`src/rtpc_defines.svh`:
```
// Function
// - Channel code picks carrier, above 0x62 invalid
// - Channel write restarts synthesizer settling by class
// - Zero length sends header and checksum only
// - Start bit launches packet, self-clears at end
// - Empty buffer after length field aborts with error
// - Flush empties buffer; else restart resends packet
// - Code length bit picks 64 or 32 chips
// - Two-bit data mode picks transmission mode
// - Three-bit power field sets output level
// - Interrupt is any of the low six flags with its enable
// - Oscillator stable flag set at synth start
// - Low voltage follows battery when unit enabled
// - Level flags follow buffer occupancy continuously
// - Underrun or overfill sets error, flush clears
// - Done flag at end, cleared by status read
// - Error flag on ack timeout, read clears
// - Ack receipt may use receive flags instead
`ifndef RTPC_DEFINES_SVH
`define RTPC_DEFINES_SVH
`define RTPC_ADDR_CHANNEL 8'h00
`define RTPC_ADDR_LENGTH 8'h01
`define RTPC_ADDR_CTRL 8'h02
`define RTPC_ADDR_CFG 8'h03
`define RTPC_ADDR_STATUS 8'h04
`define RTPC_ADDR_TXBUF 8'h20
`define RTPC_RST_CHANNEL 7'h28
`define RTPC_RST_LENGTH 8'h00
`define RTPC_RST_CTRL 6'h03
`define RTPC_RST_CFG 6'h0D
`define RTPC_CHAN_MAX 7'h62
`define RTPC_BIT_GO 7
`define RTPC_BIT_FLUSH 6
`define RTPC_LVL_NOT_FULL 15
`define RTPC_LVL_HALF 8
`define RTPC_CLK_MHZ 200
`define RTPC_SETTLE_FAST_US 100
`define RTPC_SETTLE_MED_US 180
`define RTPC_SETTLE_SLOW_US 270
`define RTPC_CYC(us) ((us) * `RTPC_CLK_MHZ)
`endif

```
`src/rtpc_pkg.sv`:
```
package rtpc_pkg;
  typedef enum logic [1:0] {RTPC_MODE_FSK, RTPC_MODE_EIGHT, RTPC_MODE_DOUBLE, RTPC_MODE_SINGLE} rtpc_mode_t;
  typedef enum logic [1:0] {RTPC_SETTLE_FAST, RTPC_SETTLE_MED, RTPC_SETTLE_SLOW} rtpc_class_t;
  typedef enum {RTPC_IDLE, RTPC_SYNTH, RTPC_HEADER, RTPC_PAYLOAD, RTPC_TRAILER, RTPC_ACK} rtpc_state_t;
endpackage : rtpc_pkg

```
`src/rtpc_tx_control.sv`:
```
// Strobed register access was chosen for this implementation.
`include "rtpc_defines.svh"
`timescale 1ns/1ps
`default_nettype none
// ----------------------------------------
// Transmit control of the packet radio
// ----------------------------------------
// Holds channel, length, command and mode registers, the
// sixteen-byte transmit buffer, the packet sequence and the
// transmit status flags with their interrupt. Framing and the
// radio itself sit on the link side of the ports.
module rtpc_tx_control #(
  parameter int DEPTH = 16,
  parameter int SETTLE_FAST = `RTPC_CYC(`RTPC_SETTLE_FAST_US),
  parameter int SETTLE_MED = `RTPC_CYC(`RTPC_SETTLE_MED_US),
  parameter int SETTLE_SLOW = `RTPC_CYC(`RTPC_SETTLE_SLOW_US),
  parameter int ACK_TIMEOUT = 256
) (
  // Clock and reset
  // Reset is asynchronous in assertion
  input wire logic clock,
  input wire logic resetn,
  // Register port
  // Strobes are one cycle wide and never high together
  input wire logic [7:0] regAddr,
  input wire logic [7:0] regWdata,
  input wire logic regWr,
  input wire logic regRd,
  output logic [7:0] regRdata,
  // Radio link side (same clock)
  // Strobes from the link are one-cycle pulses
  input wire logic transactionMode,
  input wire logic hdrSent,
  input wire logic trailerSent,
  input wire logic byteTaken,
  input wire logic ackValid,
  input wire logic ackBad,
  input wire logic oscSettled,
  input wire logic pmuEnable,
  // Battery comparator, from outside the domain
  // Asynchronous to the clock: synchronised before use
  input wire logic batteryLow,
  // Radio control outputs
  // Data outputs come from registers or the storage array
  output logic [6:0] channelOut,
  output logic [1:0] dataMode,
  output logic longCode,
  output logic [2:0] powerLevel,
  output logic synthBusy,
  output logic txActive,
  output logic payloadPhase,
  output logic [7:0] txByte,
  output logic txByteValid,
  output logic ackToRxFlags,
  output logic irq
);

  // ----------------------------------------
  // Registers and state
  // ----------------------------------------
  localparam int AW = $clog2(DEPTH);
  // Pointer width follows the buffer depth; the count
  // and sent tallies need one more bit to hold a full
  // buffer without wrapping back to zero
  // Software copies of the control registers
  logic [6:0] channel_r;
  logic [7:0] length_r;
  logic [5:0] ctrl_r;
  logic [5:0] cfg_r;
  logic go_r;
  // Transmit store and its bookkeeping
  logic [7:0] mem_r [DEPTH];
  logic [AW-1:0] wrPtr_r;
  logic [AW-1:0] rdPtr_r;
  logic [AW:0] count_r;
  logic [AW:0] sent_r;
  logic [7:0] owed_r;
  // Shared down-counter: settling first, then ack wait
  // A channel write during the ack wait reloads it with the
  // settle count, so the two uses can overlap
  logic [31:0] timer_r;
  rtpc_pkg::rtpc_state_t state_r;
  // Sticky status flags
  logic oscFlag_r;
  logic bufErr_r;
  logic doneFlag_r;
  logic errFlag_r;
  // Battery comparator synchroniser stages
  logic batSync1_r;
  logic batSync2_r;

  // Decodes
  // Buffer pushes only when room is left; an extra byte
  // into a full buffer is dropped and flagged instead
  // Pops need a byte on hand and a byte still owed, so a
  // stale take from the link cannot drain past the packet
  wire logic wrChan = regWr && regAddr == `RTPC_ADDR_CHANNEL;
  wire logic wrCtrl = regWr && regAddr == `RTPC_ADDR_CTRL;
  wire logic wrBuf = regWr && regAddr == `RTPC_ADDR_TXBUF;
  wire logic rdStat = regRd && regAddr == `RTPC_ADDR_STATUS;
  wire logic flush = wrCtrl && regWdata[`RTPC_BIT_FLUSH];
  wire logic full = count_r == (AW+1)'(DEPTH);
  wire logic empty = count_r == '0;
  wire logic pop = state_r == rtpc_pkg::RTPC_PAYLOAD && byteTaken && !empty && owed_r != 8'h00;
  wire logic push = wrBuf && !full;

  // ----------------------------------------
  // Configuration registers
  // ----------------------------------------
  // Software settings; no range check, host keeps channel legal
  // Unmapped addresses, the buffer port included, fall
  // through here without touching any setting
  always_ff @(posedge clock or negedge resetn) begin
    if (!resetn) begin
      channel_r <= `RTPC_RST_CHANNEL;
      length_r <= `RTPC_RST_LENGTH;
      ctrl_r <= `RTPC_RST_CTRL;
      cfg_r <= `RTPC_RST_CFG;
    end else if (regWr) begin
      unique case (regAddr)
        `RTPC_ADDR_CHANNEL: channel_r <= regWdata[6:0];
        `RTPC_ADDR_LENGTH: length_r <= regWdata;
        `RTPC_ADDR_CTRL: ctrl_r <= regWdata[5:0];
        `RTPC_ADDR_CFG: cfg_r <= regWdata[5:0];
        default: ;
      endcase
    end
  end

  // Radio settings go straight out; the long code is masked
  // in the frequency-shift mode, where spreading has no use
  assign channelOut = channel_r;
  assign longCode = cfg_r[5] && cfg_r[4:3] != 2'b00;
  assign dataMode = cfg_r[4:3];
  assign powerLevel = cfg_r[2:0];

  // ----------------------------------------
  // Settling class
  // ----------------------------------------
  // Classes repeat in a period of six codes up to 72; above that only 96 is fast
  function automatic rtpc_pkg::rtpc_class_t chanClass(input logic [6:0] ch);
    logic [2:0] m;
    // Multiples of three are fast up to 72; above that the
    // fast band stops, and only 96 is fast again
    // Outside the fast set, even codes are medium and odd
    // codes are slow
    m = 3'(ch % 7'd3);
    if (ch == 7'd96 || (m == 3'd0 && ch <= 7'd72)) chanClass = rtpc_pkg::RTPC_SETTLE_FAST;
    else if (ch[0] == 1'b0) chanClass = rtpc_pkg::RTPC_SETTLE_MED;
    else chanClass = rtpc_pkg::RTPC_SETTLE_SLOW;
  endfunction : chanClass

  // Cycle count for the class of a channel; codes above the
  // valid range still get the timing of their parity
  function automatic logic [31:0] settleCycles(input logic [6:0] ch);
    unique case (chanClass(ch))
      rtpc_pkg::RTPC_SETTLE_FAST: settleCycles = 32'(SETTLE_FAST);
      rtpc_pkg::RTPC_SETTLE_MED: settleCycles = 32'(SETTLE_MED);
      default: settleCycles = 32'(SETTLE_SLOW);
    endcase
  endfunction : settleCycles

  // ----------------------------------------
  // Transmit sequence
  // ----------------------------------------
  // Settling, header, payload, trailer, optional acknowledgement wait
  // One packet at a time; a start while busy is ignored
  // and the start bit reads back as set until the end
  always_ff @(posedge clock or negedge resetn) begin
    if (!resetn) begin
      state_r <= rtpc_pkg::RTPC_IDLE;
      go_r <= 1'b0;
      timer_r <= '0;
      owed_r <= 8'h00;
    end else begin
      if (wrChan) timer_r <= settleCycles(regWdata[6:0]);
      else if (timer_r != '0) timer_r <= timer_r - 32'd1;
      // Packet sequence
      unique case (state_r)
        rtpc_pkg::RTPC_IDLE: begin
          // Length is latched at launch, so a later length write
          // only affects the next packet
          if (wrCtrl && regWdata[`RTPC_BIT_GO]) begin
            go_r <= 1'b1;
            owed_r <= length_r;
            state_r <= rtpc_pkg::RTPC_SYNTH;
          end
        end
        rtpc_pkg::RTPC_SYNTH: begin
          // A channel write in the same cycle restarts settling
          if (timer_r == '0 && !wrChan) state_r <= rtpc_pkg::RTPC_HEADER;
        end
        rtpc_pkg::RTPC_HEADER: begin
          // Length field is out: payload, trailer, or abort
          // when the buffer has nothing to give
          if (hdrSent) begin
            if (owed_r == 8'h00) state_r <= rtpc_pkg::RTPC_TRAILER;
            else if (empty) begin
              state_r <= rtpc_pkg::RTPC_IDLE;
              go_r <= 1'b0;
            end else state_r <= rtpc_pkg::RTPC_PAYLOAD;
          end
        end
        rtpc_pkg::RTPC_PAYLOAD: begin
          // Count down owed bytes; the last pop moves on
          if (pop) begin
            owed_r <= owed_r - 8'h01;
            if (owed_r == 8'h01) state_r <= rtpc_pkg::RTPC_TRAILER;
          end
        end
        rtpc_pkg::RTPC_TRAILER: begin
          // Transaction mode waits for an ack with a bounded timer
          if (trailerSent) begin
            if (transactionMode) begin
              state_r <= rtpc_pkg::RTPC_ACK;
              timer_r <= 32'(ACK_TIMEOUT);
            end else begin
              state_r <= rtpc_pkg::RTPC_IDLE;
              go_r <= 1'b0;
            end
          end
        end
        rtpc_pkg::RTPC_ACK: begin
          // Either a good ack or the timeout ends the wait
          if (ackValid || timer_r == '0) begin
            state_r <= rtpc_pkg::RTPC_IDLE;
            go_r <= 1'b0;
          end
        end
      endcase
    end
  end

  // Sequence status for the radio side; a byte is only
  // offered while the payload phase has one on hand
  assign synthBusy = timer_r != '0;
  assign txActive = go_r;
  assign payloadPhase = state_r == rtpc_pkg::RTPC_PAYLOAD;
  assign txByteValid = payloadPhase && !empty;
  assign ackToRxFlags = state_r == rtpc_pkg::RTPC_ACK && ackValid;

  // ----------------------------------------
  // Transmit buffer
  // ----------------------------------------
  // Flush rewinds the buffer; a packet sent without flush is kept
  // for resend by remembering how many bytes left since last start
  // Flush takes priority over both push and pop
  always_ff @(posedge clock or negedge resetn) begin
    if (!resetn) begin
      wrPtr_r <= '0;
      rdPtr_r <= '0;
      count_r <= '0;
      sent_r <= '0;
    end else if (flush) begin
      wrPtr_r <= '0;
      rdPtr_r <= '0;
      count_r <= '0;
      sent_r <= '0;
    end else if (state_r == rtpc_pkg::RTPC_IDLE && wrCtrl && regWdata[`RTPC_BIT_GO]) begin
      // Start without a flush: step back over what the last
      // packet took, so the same bytes go out again; this
      // only holds while nothing was pushed in between
      rdPtr_r <= rdPtr_r - AW'(sent_r);
      count_r <= count_r + sent_r;
      sent_r <= '0;
    end else begin
      if (push) wrPtr_r <= wrPtr_r + AW'(1);
      if (pop) begin
        rdPtr_r <= rdPtr_r + AW'(1);
        sent_r <= sent_r + (AW+1)'(1);
      end
      count_r <= count_r + (AW+1)'(push) - (AW+1)'(pop);
    end
  end

  // Storage, one entry per write
  // No reset: contents are don't-care until written
  always_ff @(posedge clock) begin
    if (push) mem_r[wrPtr_r] <= regWdata;
  end

  // Head of the buffer, valid while txByteValid is high
  assign txByte = mem_r[rdPtr_r];

  // ----------------------------------------
  // Status flags
  // ----------------------------------------
  // Battery level crosses in through two stages
  // Only the second stage is read by the flag logic
  always_ff @(posedge clock or negedge resetn) begin
    if (!resetn) begin
      batSync1_r <= 1'b0;
      batSync2_r <= 1'b0;
    end else begin
      batSync1_r <= batteryLow;
      batSync2_r <= batSync1_r;
    end
  end

  // Oscillator flag sticks until reset
  // Only looked at during synth start, as the crystal
  // is known stable from then on
  always_ff @(posedge clock or negedge resetn) begin
    if (!resetn) oscFlag_r <= 1'b0;
    else if (oscSettled && state_r == rtpc_pkg::RTPC_SYNTH) oscFlag_r <= 1'b1;
  end

  // Buffer error: only flush clears, but a new event wins over it
  // Underrun is seen at the end of the length field and also
  // during the payload, should the buffer run dry mid-packet
  always_ff @(posedge clock or negedge resetn) begin
    if (!resetn) bufErr_r <= 1'b0;
    else if ((wrBuf && full) || (payloadPhase && empty && owed_r != 8'h00)
             || (state_r == rtpc_pkg::RTPC_HEADER && hdrSent && empty && owed_r != 8'h00)) bufErr_r <= 1'b1;
    else if (flush) bufErr_r <= 1'b0;
  end

  // Done and error flags: set wins over the read that clears
  // A timeout raises both flags in the same cycle, so the
  // host never sees error without done
  always_ff @(posedge clock or negedge resetn) begin
    if (!resetn) begin
      doneFlag_r <= 1'b0;
      errFlag_r <= 1'b0;
    end else begin
      if ((state_r == rtpc_pkg::RTPC_TRAILER && trailerSent && !transactionMode)
          || (state_r == rtpc_pkg::RTPC_ACK && !ackValid && timer_r == '0)) doneFlag_r <= 1'b1;
      else if (rdStat) doneFlag_r <= 1'b0;
      if (state_r == rtpc_pkg::RTPC_ACK && !ackValid && timer_r == '0) errFlag_r <= 1'b1;
      else if (rdStat) errFlag_r <= 1'b0;
    end
  end

  // Status bits; level flags are live from occupancy
  // The three level flags need no storage: they follow
  // the count directly
  logic [7:0] status;
  always_comb begin
    status[7] = oscFlag_r;
    status[6] = pmuEnable && batSync2_r;
    status[5] = count_r <= (AW+1)'(`RTPC_LVL_NOT_FULL);
    status[4] = count_r <= (AW+1)'(`RTPC_LVL_HALF);
    status[3] = empty;
    status[2] = bufErr_r;
    status[1] = doneFlag_r;
    status[0] = errFlag_r;
  end

  // Interrupt: the two top flags have no enable here
  // Enables sit in the low six control bits, matching the
  // low six status bits one to one
  assign irq = |(status[5:0] & ctrl_r);

  // ----------------------------------------
  // Read port
  // ----------------------------------------
  // Data one cycle after the strobe; unmapped reads give zero
  // Reads have no side effect except the status read, which
  // clears the done and error flags after this cycle
  always_ff @(posedge clock or negedge resetn) begin
    if (!resetn) regRdata <= 8'h00;
    else if (regRd) begin
      unique case (regAddr)
        `RTPC_ADDR_CHANNEL: regRdata <= {1'b0, channel_r};
        `RTPC_ADDR_LENGTH: regRdata <= length_r;
        `RTPC_ADDR_CTRL: regRdata <= {go_r, 1'b0, ctrl_r};
        `RTPC_ADDR_CFG: regRdata <= {2'b00, cfg_r};
        `RTPC_ADDR_STATUS: regRdata <= status;
        default: regRdata <= 8'h00;
      endcase
    end else regRdata <= 8'h00;
  end

endmodule : rtpc_tx_control
`default_nettype wire

```
`config.mk`:
```
export PLATFORM = sky130hd
export DESIGN_NAME = rtpc_tx_control
export DESIGN_NICKNAME = d
export VERILOG_FILES = /design/src/rtpc_pkg.sv /design/src/rtpc_tx_control.sv
export VERILOG_INCLUDE_DIRS = /design/src /design/src/src
export SDC_FILE = /design/constraint.sdc
export NUM_CORES = 1
export LEC_CHECK = 0
export ABC_AREA = 0
export BUFFER_PORTS_ARGS = -buffer_cell sky130_fd_sc_hd__clkbuf_2
export CAP_MARGIN = 40
export CORE_ASPECT_RATIO = 0.9
export CORE_MARGIN = 3
export CORE_UTILIZATION = 55
export CTS_CLUSTER_SIZE = 30
export DETAILED_ROUTE_END_ITERATION = 7
export PLACE_DENSITY = 0.73
export SETUP_SLACK_MARGIN = 0.2
export SYNTH_ARGS = -nofsm -noshare
export SYNTH_HDL_FRONTEND = slang
export SYNTH_SLANG_ARGS = --single-unit
```
`constraint.sdc`:
```
create_clock -name clock -period 5.1 [get_ports clock]
set_clock_uncertainty 0.15 [all_clocks]
set_input_delay 0.765 -clock clock [delete_from_list [all_inputs] [get_ports clock]]
set_output_delay 0.765 -clock clock [all_outputs]
set_load 0.02 [all_outputs]
```
; Yosys cells after proc, flatten, opt, wreduce, memory -nomap -nowiden
; Memory sizes are Yosys's and may differ from the RTL's.
; Index checks and enable logic that the tools add are counted.
[word_totals]
reg_bits = 132
mem_bits_rw = 128
input_bits = 29
output_inout_bits = 35
wordCells = 181
mem_count = 1
[memory_table]
columns = name, depth, word_bits, read_ports, rd_clocked_by_memory_dff, write_ports, line
row1 = mem_r, 16, 8, 1, 0, 1, rtpc_tx_control.sv:72  ; logic [7:0] mem_r [DEPTH];
[op_classes]
n_addsub = 9
div_mod_pow = 1
n_lt_le_gt_ge = 3
eq_ne = 30
n_mux = 51
bitwise_logic = 1
reduce_logical = 66
[op_table]
columns = cell, n
row1 = 32-bit 2-to-1 mux, 12
row2 = 32-bit case mux with 6 select lines, 1
row3 = 32-bit by 3-bit == test with 1-bit output (second input constant), 4
row4 = 32-bit by 2-bit == test with 1-bit output (second input constant), 3
row5 = 32-bit logical NOT, 3
row6 = 32-bit by 4-bit == test with 1-bit output (second input constant), 2
row7 = 8-bit case mux with 5 select lines, 1
row8 = 32-bit by 1-bit == test with 1-bit output (second input constant), 1
row9 = 16-bit case mux with 2 select lines, 1
row10 = 32-bit nonzero test, 1
row11 = 32-bit by 1-bit subtractor with 32-bit output (second input constant), 1
row12 = 1-bit logical AND, 29
row13 = 5-bit 2-to-1 mux, 5
row14 = 4-bit 2-to-1 mux, 6
row15 = 8-bit 2-to-1 mux, 3
row16 = 2-bit inequality test (second input constant), 11
row17 = 8-bit by 1-bit == test with 1-bit output (second input constant), 2
row18 = 8-bit by 2-bit == test with 1-bit output (second input constant), 2
row19 = 8-bit logical NOT, 2
row20 = 8-bit case mux with 2 select lines, 1
row21 = 1-bit 2-to-1 mux, 14
row22 = 2-bit nonzero test, 6
row23 = 5-bit by 4-bit less-or-equal comparator with 1-bit output (second input constant), 2
row24 = 2-bit AND reduction, 5
row25 = other kinds (30), 43

; Depth between registers and ports, before layout
; Gate-level depths: netlist of the first run.
[logic_depth]
depth_word = 12
mapped_depth = 15
depth_no_buf = 15

; Worst setup path before layout of the first run
; Ideal clock, no wire load.
[synth_path]
path_type = input-to-reg
startpoint = input regWdata[1]
endpoint = register timer_r[10]
setup_time_ns = 0.094
t_arrival_ns = 3.432
required_ns = 4.856
slack_ns = 1.424
stages = 12
path_buffers = 0
path_cell_list = nand2b_1 > mux2_2 > a32o_1 > or4_4 > xor2_1 > ha_1 > a21oi_1 > o21bai_1 > or2_2 > a21o_1 > a41o_1 > a211oi_1
[synth_between]
elab_chain_len = 12
word_cells_on_any_way = 15
classes_between = div (1) / order compare (1) / eq/ne (2) / mux (7) / reduce/logical (4)
[synth_rtl]
columns = item, line
row1 = start: declaration, rtpc_tx_control.sv:26  ; input wire logic [7:0] regWdata,
row2 = 7-bit by 2-bit remainder unit with 7-bit output, rtpc_tx_control.sv:147  ; m = 3'(ch % 7'd3);
row3 = 3-bit logical NOT, rtpc_tx_control.sv:148  ; if (ch == 7'd96 || (m == 3'd0 && ch <= 7'd72)) chanClass = rtpc_pkg::RTPC_SETTLE_FAST;
row4 = 1-bit logical AND, rtpc_tx_control.sv:148
row5 = 1-bit logical OR *, rtpc_tx_control.sv:148
row6 = 2-bit 2-to-1 mux *, rtpc_tx_control.sv:148
row7 = 2-bit 2-to-1 mux *, rtpc_tx_control.sv:176  ; if (wrChan) timer_r <= settleCycles(regWdata[6:0]);
row8 = 2-bit by 1-bit == test with 1-bit output / 2-bit logical NOT (equally long branches), rtpc_tx_control.sv:156  ; unique case (chanClass(ch))
row9 = 16-bit case mux with 2 select lines *, rtpc_tx_control.sv:156
row10 = 32-bit 2-to-1 mux *, rtpc_tx_control.sv:176
row11 = 32-bit 2-to-1 mux, rtpc_tx_control.sv:214  ; if (transactionMode) begin
row12 = 32-bit 2-to-1 mux, rtpc_tx_control.sv:213  ; if (trailerSent) begin
row13 = 32-bit 2-to-1 mux *, rtpc_tx_control.sv:179  ; unique case (state_r)
row14 = end signal: assignment, rtpc_tx_control.sv:176
row15 = end signal: assignment, rtpc_tx_control.sv:177  ; else if (timer_r != '0) timer_r <= timer_r - 32'd1;
row16 = end signal: assignment, rtpc_tx_control.sv:216  ; timer_r <= 32'(ACK_TIMEOUT);
row17 = end: declaration, rtpc_tx_control.sv:81  ; logic [31:0] timer_r;
; Every way passes the cells marked *; elsewhere a longest branch is shown, timed or not. The select of a mux whose other input is x is not followed.
; A chain may end at the register's enable or synchronous reset.

; Worst setup path after layout of the first run
[layout_path]
startpoint = input regWdata[3]
endpoint = register timer_r[10]
; The elaborated chain is that of the path after synthesis.

==> results of run 1 <==
-- sequential cells by signal, summed over array words and instances (netlist names), 3 cells and up --
signal and count:
wrPtr_r 4, timer_r 32, cfg_r 6, count_r 5, owed_r 8, channelOut 7, regRdata 8, mem_r 128
state_r 3, rdPtr_r 4, sent_r 5, length_r 8, ctrl_r 6
-- routing by layer --
metal | share of wire, % | track usage (%) | wire, um | up-vias
li1 | - | - | - | 3500
met4 | 2.1 | 5.98 | 541 | 0
met5 | 0 | 0 | 0 | -
met2 | 47 | 36.1 | 11900 | 279
met1 | 45 | 33.9 | 11300 | 3735
met3 | 6.1 | 3.59 | 1550 | 41
-- report_power, final --
| part | internal, mW | leakage (nW) | switching (mW) | total (mW) |
|---|---|---|---|---|
| Clock | 1.06 | 0.394 | 0.739 | 1.80 |
| Sequential | 2.06 | 2.39 | 0.102 | 2.16 |
| Combinational | 0.251 | 2.11 | 0.310 | 0.562 |
| Total | 3.38 | 4.89 | 1.15 | 4.53 |
-- metrics by stage --
step,std cells,hold WS (ns)
after floorplan,896,0.181
after global placement,1189,0.184
after detailed placement,1191,0.189
after CTS,1238,0.194
after global routing,1239,0.192
final,1239,0.200
-- layout make-up --
type,count,area share (%)
Inverter,31,0.909
Clock inverter,15,1.32
Antenna cell,1,0.0196
Timing Repair Buffer,84,4.01
Tap cell,255,2.49
Clock buffer,31,5.06
Sequential cell,231,50.2
Multi-Input combinational cell,591,35.9
-- critical path, delay by kind of cell --
kind,cells,cell delay (ns)
compound gates,6,1.20
simple gates,4,0.97
buf+inv,2,0.78
fa+ha+maj,1,0.28
xor+xnor,1,0.17
-- worst paths after layout --
kind,start,end
worst min register to register,batSync1_r,batSync2_r
worst max register to register,state_r[2],count_r[4]
max in group asynchronous,resetn,cfg_r[0]
min in group asynchronous,resetn,timer_r[20]
worst max-delay path,regWdata[3],timer_r[10]
worst min-delay path,batSync1_r,batSync2_r
-- cell families after synthesis --
group                    after synthesis  share of synthesized area [%]
buffers and inverters                 74                           2.80
XOR/XNOR                              47                           3.63
flip-flops                           231                           56.7
AND/OR/NAND/NOR                      287                           13.4
multiplexers                          62                           10.1
AO/OA/AOI/OAI                        163                           9.73
adder cells (fa/ha/maj)               32                           3.73
-- timing repair --
| item | 4_1_cts | 5_1_grt |
|---|---|---|
| setup buffers | 0 | 0 |
| hold buffers | 1 | 0 |
| endpoints found under the hold margin | 14 | 0 |
-- cells in the final DEF (no fill, tap or decap), types with 8 or more instances in the layout --
cell / count
mux2_2: 18
nor2b_1: 8
xor2_1: 19
a22oi_1: 16
a211oi_1: 12
xnor2_1: 28
nand3_1: 10
and2_1: 10
edfxtp_1: 128
nand2_1: 75
dfrtp_1: 95
nand4_1: 9
a21oi_1: 41
clkbuf_16: 25
ha_1: 29
a21o_1: 8
nor4_1: 14
nor3_1: 18
buf_4: 20
nor2_1: 82
inv_1: 30
o21ai_0: 27
clkbuf_2: 61
a31oi_1: 10
mux4_2: 40
==> run metrics, run 1 <==
outcome=finished clean; initial antenna violation count=1; DRC=0; Ports=64; die footprint=22400 um^2; TritonCTS Buffers=25; CP Class=input pin to flip-flop; Main synth FF type=edfxtp_1; number of core rows=49; Routability Congestion=0.885; Rel. slew slack=42.7%; CP Cell Sequence=clkbuf_2, inv_1, nor3_1, o31a_1, or4_4, xor2_1, ha_1, a21oi_1, o21bai_1, or2_2, nor2_1, a31oi_1, a41o_1, a211oi_1; Worst path max stage delay=0.46 ns; chip width=157 um; Max Clk Rate=255 MHz; CP Data Arrival Time=4.19 ns; EDFF count, synth=128; WL/cell=20.4 um; ranking of synthesized cells by area=edfxtp_1, dfrtp_1, mux4_2; synth warn=0; number of synthesized register bits=231; H-tree levels=1; crit end category=flip-flop; WL final=25.3 mm; filler cell count=1505; grt total ovfl=0; top-count cell post-synth=edfxtp_1; Worst Tran Pin Value=0.857 ns; 1st-pass router iterations=5; register clock-pin slew on the reported worst setup and hold paths=0.06 ns; max_cap viols=0; CTS max path bufs=3; multi-input gate area in the final layout=4600 um^2; Worst Path Max Fanout=25; unrepaired setup endpoints after global routing=no; sequential-to-total area share from yosys stat=56.7%; Fin Setup TNS=0 ns; fin area=12800 um^2; mapped cell area=11300 um^2; layout cells sized above 1=20.8%; Synth top area share=33.9%; first-pass GRT wire length=40.3 mm; HP Class=flip-flop to flip-flop; Root Buffer=clkbuf_16; worst endpoint required time=5.37 ns; Setup crit start kind=input pin; PortBufs=62; most common library cells after synthesis=edfxtp_1, dfrtp_1, nor2_1; Post-Syn Nets=957; vias per cell=6.10; insertion delay to the later sink of the worst-skew pair=0.53 ns; Syn Area/Cell=12.7 um^2; Tmin final=3.92 ns; Placed Area=12000 um^2; peak supply drop=0.321 mV; Slowest cell on crit path=or4_4; Yosys top cell by area=edfxtp_1; CORE AREA=20100 um^2; vias in the first global route=7412; final core occ=63.6%; Routed Antenna Nets=0; CTS tree=yes; Final #Nets=1025; global-route usage over all layers=22.9%; Iteration-0 DRC Markers=504; via count=7555; pin count of the biggest net entering global routing=55; Final Cycle Share=76.9%; setup ws final=1.18 ns; post-CTS sizing=0; post-synth cell types=86; Layout area overhead=12.8%; P per Cell Area=354 nW/um^2; R2R setup slack=1.29 ns; final hold vios=0; DP HPWL=17.2 mm; DP Worst Slack=0.749 ns; register area=6430 um^2; final setup vio count=0; Pins Over Slew Limit=0; Initial Utilization=56.4%; Async SR Flop Fraction=44.6%; leakage=4.89 nW; Die H=142 um; worst r2r path cells=13; Hold Path Stages=0; synthesized instance count=896; Total Power=4.53 mW; CTS Sinks=231
Power figures use the tool's default switching activity.
==> run 2, diff against run 1 <==
- ABC_AREA: 0 -> 1
- PLACE_DENSITY: 0.73 -> 0.76
- clock period: 5.1 -> 3.4 ns (I/O delays scaled with it)
==> run metrics, run 2 <==
layout cells sized above 1=16.3%; CP Class=flip-flop to flip-flop; chip width=157 um; first-pass GRT wire length=44.5 mm; Die H=142 um; worst endpoint required time=3.68 ns; Largest Register=mem_r; HP Class=input pin to flip-flop; Worst Path Buf+Inv=5; vias in the first global route=8645; P per Cell Area=535 nW/um^2; Placed Area=12200 um^2; Tmin final=3.00 ns; Crit path max-delay family=adder cells; pin count of the biggest net entering global routing=65; CTS tree=yes; WL final=27.5 mm; post-synth cell types=56; Comb power frac=14.4%; Total Power=7.00 mW; Main synth FF type=edfxtp_1; final setup vio count=0; Ports=64; insertion delay to the later sink of the worst-skew pair=0.51 ns; crit path from=count_r[2]; Setup crit start kind=flip-flop; leading cell type in the layout, fill and taps excluded=nand2_1; Hold Startpoint=oscSettled; leakage=5.44 nW; setup ws final=0.396 ns; most common library cells after synthesis=nand2_1, nor2_1, edfxtp_1; synth warn=0; unrepaired setup endpoints after global routing=yes; EDFF count, synth=128; WL/cell=17.6 um; Yosys top cell by area=edfxtp_1; 1st-pass router iterations=5; Synth top area share=34.0%; final hold vios=0; Worst path max stage delay=0.43 ns; Switching Share=25.8%; Max Clk Rate=333 MHz; max reg flops=128; mapped cell area=11300 um^2; DRC=0; register clock-pin slew on the reported worst setup and hold paths=0.06 ns; Routed Antenna Nets=0; RR Startpoint=count_r[2]; number of core rows=49; Worst Path Max Fanout=3; Fin Setup TNS=0 ns; peak supply drop=0.444 mV; CTS max path bufs=3; top-count cell post-synth=nand2_1; via count=9056; sequential-to-total area share from yosys stat=56.8%; grt total ovfl=0; Switch Pwr=1.80 mW; CTS Sinks=231; Async SR Flop Fraction=44.6%; Slowest cell on crit path=dfrtp_2; vias per cell=5.81; TritonCTS Buffers=24; outcome=finished clean; DP Worst Slack=-0.0509 ns; Pins Over Slew Limit=0; die footprint=22300 um^2; global-route usage over all layers=25.1%; CORE AREA=20100 um^2; synthesized instance count=1183; ranking of synthesized cells by area=edfxtp_1, dfrtp_1, nand2_1; DP HPWL=18.9 mm; clock share of power=39.8%; Initial Utilization=56.3%; Syn Area/Cell=9.57 um^2; final core occ=65.1%; filler cell count=1619; Final #Nets=1346; Root Buffer=clkbuf_16; H-tree levels=1; crit end category=flip-flop; Iteration-0 DRC Markers=843; Final Cycle Share=88.3%; fin area=13100 um^2; max_cap viols=0; Pint=5.20 mW; share of power burned in registers=45.8%; number of synthesized register bits=231; Post-Syn Nets=1244; CP Cell Sequence=inv_2, ha_1, nand2_1, nor2_2, inv_1, nand2_1, inv_2, nand3_2, inv_2, ha_1, inv_1, ha_1, fa_2, a21oi_2, nor2_1, nor2_1, xnor2_1, a211oi_2; Routability Congestion=0.926; Rel. slew slack=53.1%; most frequent cells in the layout=nand2_1, nor2_1, edfxtp_1, o21ai_0, inv_1; Layout area overhead=15.6%; # diodes=0; PortBufs=62; Largest regs=mem_r x128, timer_r x32; initial antenna violation count=0; CP Data Arrival Time=3.29 ns; Worst Tran Pin Value=0.702 ns
## run 2: metrics by stage
stage | cells | hold WS (ns)
2_1_floorplan | 1183 | 0.0644
3_3_place_gp | 1511 | 0.217
3_5_place_dp | 1511 | 0.219
4_1_cts | 1557 | 0.0522
5_1_grt | 1558 | 0.0713
6_report | 1558 | 0.0681
## run 2: final cells by class
cell class | instances | area [um^2] | share of cell area, %
clock inverter | 16 | 201 | 1.54
tap | 255 | 319 | 2.44
clock buffer | 28 | 637 | 4.87
inverter | 128 | 484 | 3.70
sequential | 231 | 6430 | 49.2
timing repair buffer | 115 | 744 | 5.69
multi-input combinational | 785 | 4260 | 32.6
## run 2: power by group through the flow
stage | combinational, mW | clock [mW] | sequential (mW)
2_1_floorplan | 0.695 | 0 | 3.24
3_3_place_gp | 0.946 | 0 | 3.25
3_5_place_dp | 0.978 | 0 | 3.25
4_1_cts | 0.989 | 2.84 | 3.20
5_1_grt | 1.16 | 2.95 | 3.22
6_report | 1.01 | 2.79 | 3.20
## run 2: cells by family after synthesis
group	count (synthesis)	share of synthesized area, %
adders and majority gates	32	3.74
AOI/OAI and AO/OA	247	13.0
DFF	231	56.8
and+or+nand+nor	478	18.5
buffers and inverters	167	5.75
xor gates and xnor gates	28	2.17
## run 2: routing by layer
layer / wire [um] / GRT usage [%] / part of all wire (%) / vias to the layer above
li1: - / - / - / 4290
met1: 11700 / 35.6 / 42 / 4342
met2: 12800 / 39.5 / 47 / 362
met3: 2110 / 4.59 / 7.7 / 62
met4: 896 / 8.49 / 3.3 / 0
met5: 0 / 0 / 0 / -
## run 2: path summary, 6_finish.rpt
path | to | slack (ns) | cells after the start
max | count_r[4] | 0.40 | 18
min | oscFlag_r | 0.07 | 3
max reg2reg | count_r[4] | 0.40 | 18
min reg2reg | batSync2_r | 0.22 | 0
max in group asynchronous | cfg_r[3] | 1.89 | 3
min in group asynchronous | timer_r[26] | 0.42 | 2
## run 2: worst reg2reg max path: cells and delay by family (launching register included)
family / cells / cell delay, ns
adder cells (fa/ha/maj): 4 / 0.97
flip-flops: 1 / 0.43
AO/OA/AOI/OAI: 2 / 0.34
buffers and inverters: 5 / 0.31
XOR/XNOR: 1 / 0.09
AND/OR/NAND/NOR: 6 / 0.65
## run 2: timing repair
| item | 4_1_cts | 5_1_grt |
|---|---|---|
| gates resized for setup | 2 | 10 |
| pin swaps | 0 | 2 |
| hold buffers | 2 | 0 |
| setup buffers | 0 | 1 |
| endpoints found under the hold margin | 49 | 0 |
| setup endpoints to repair | 1 | 6 |
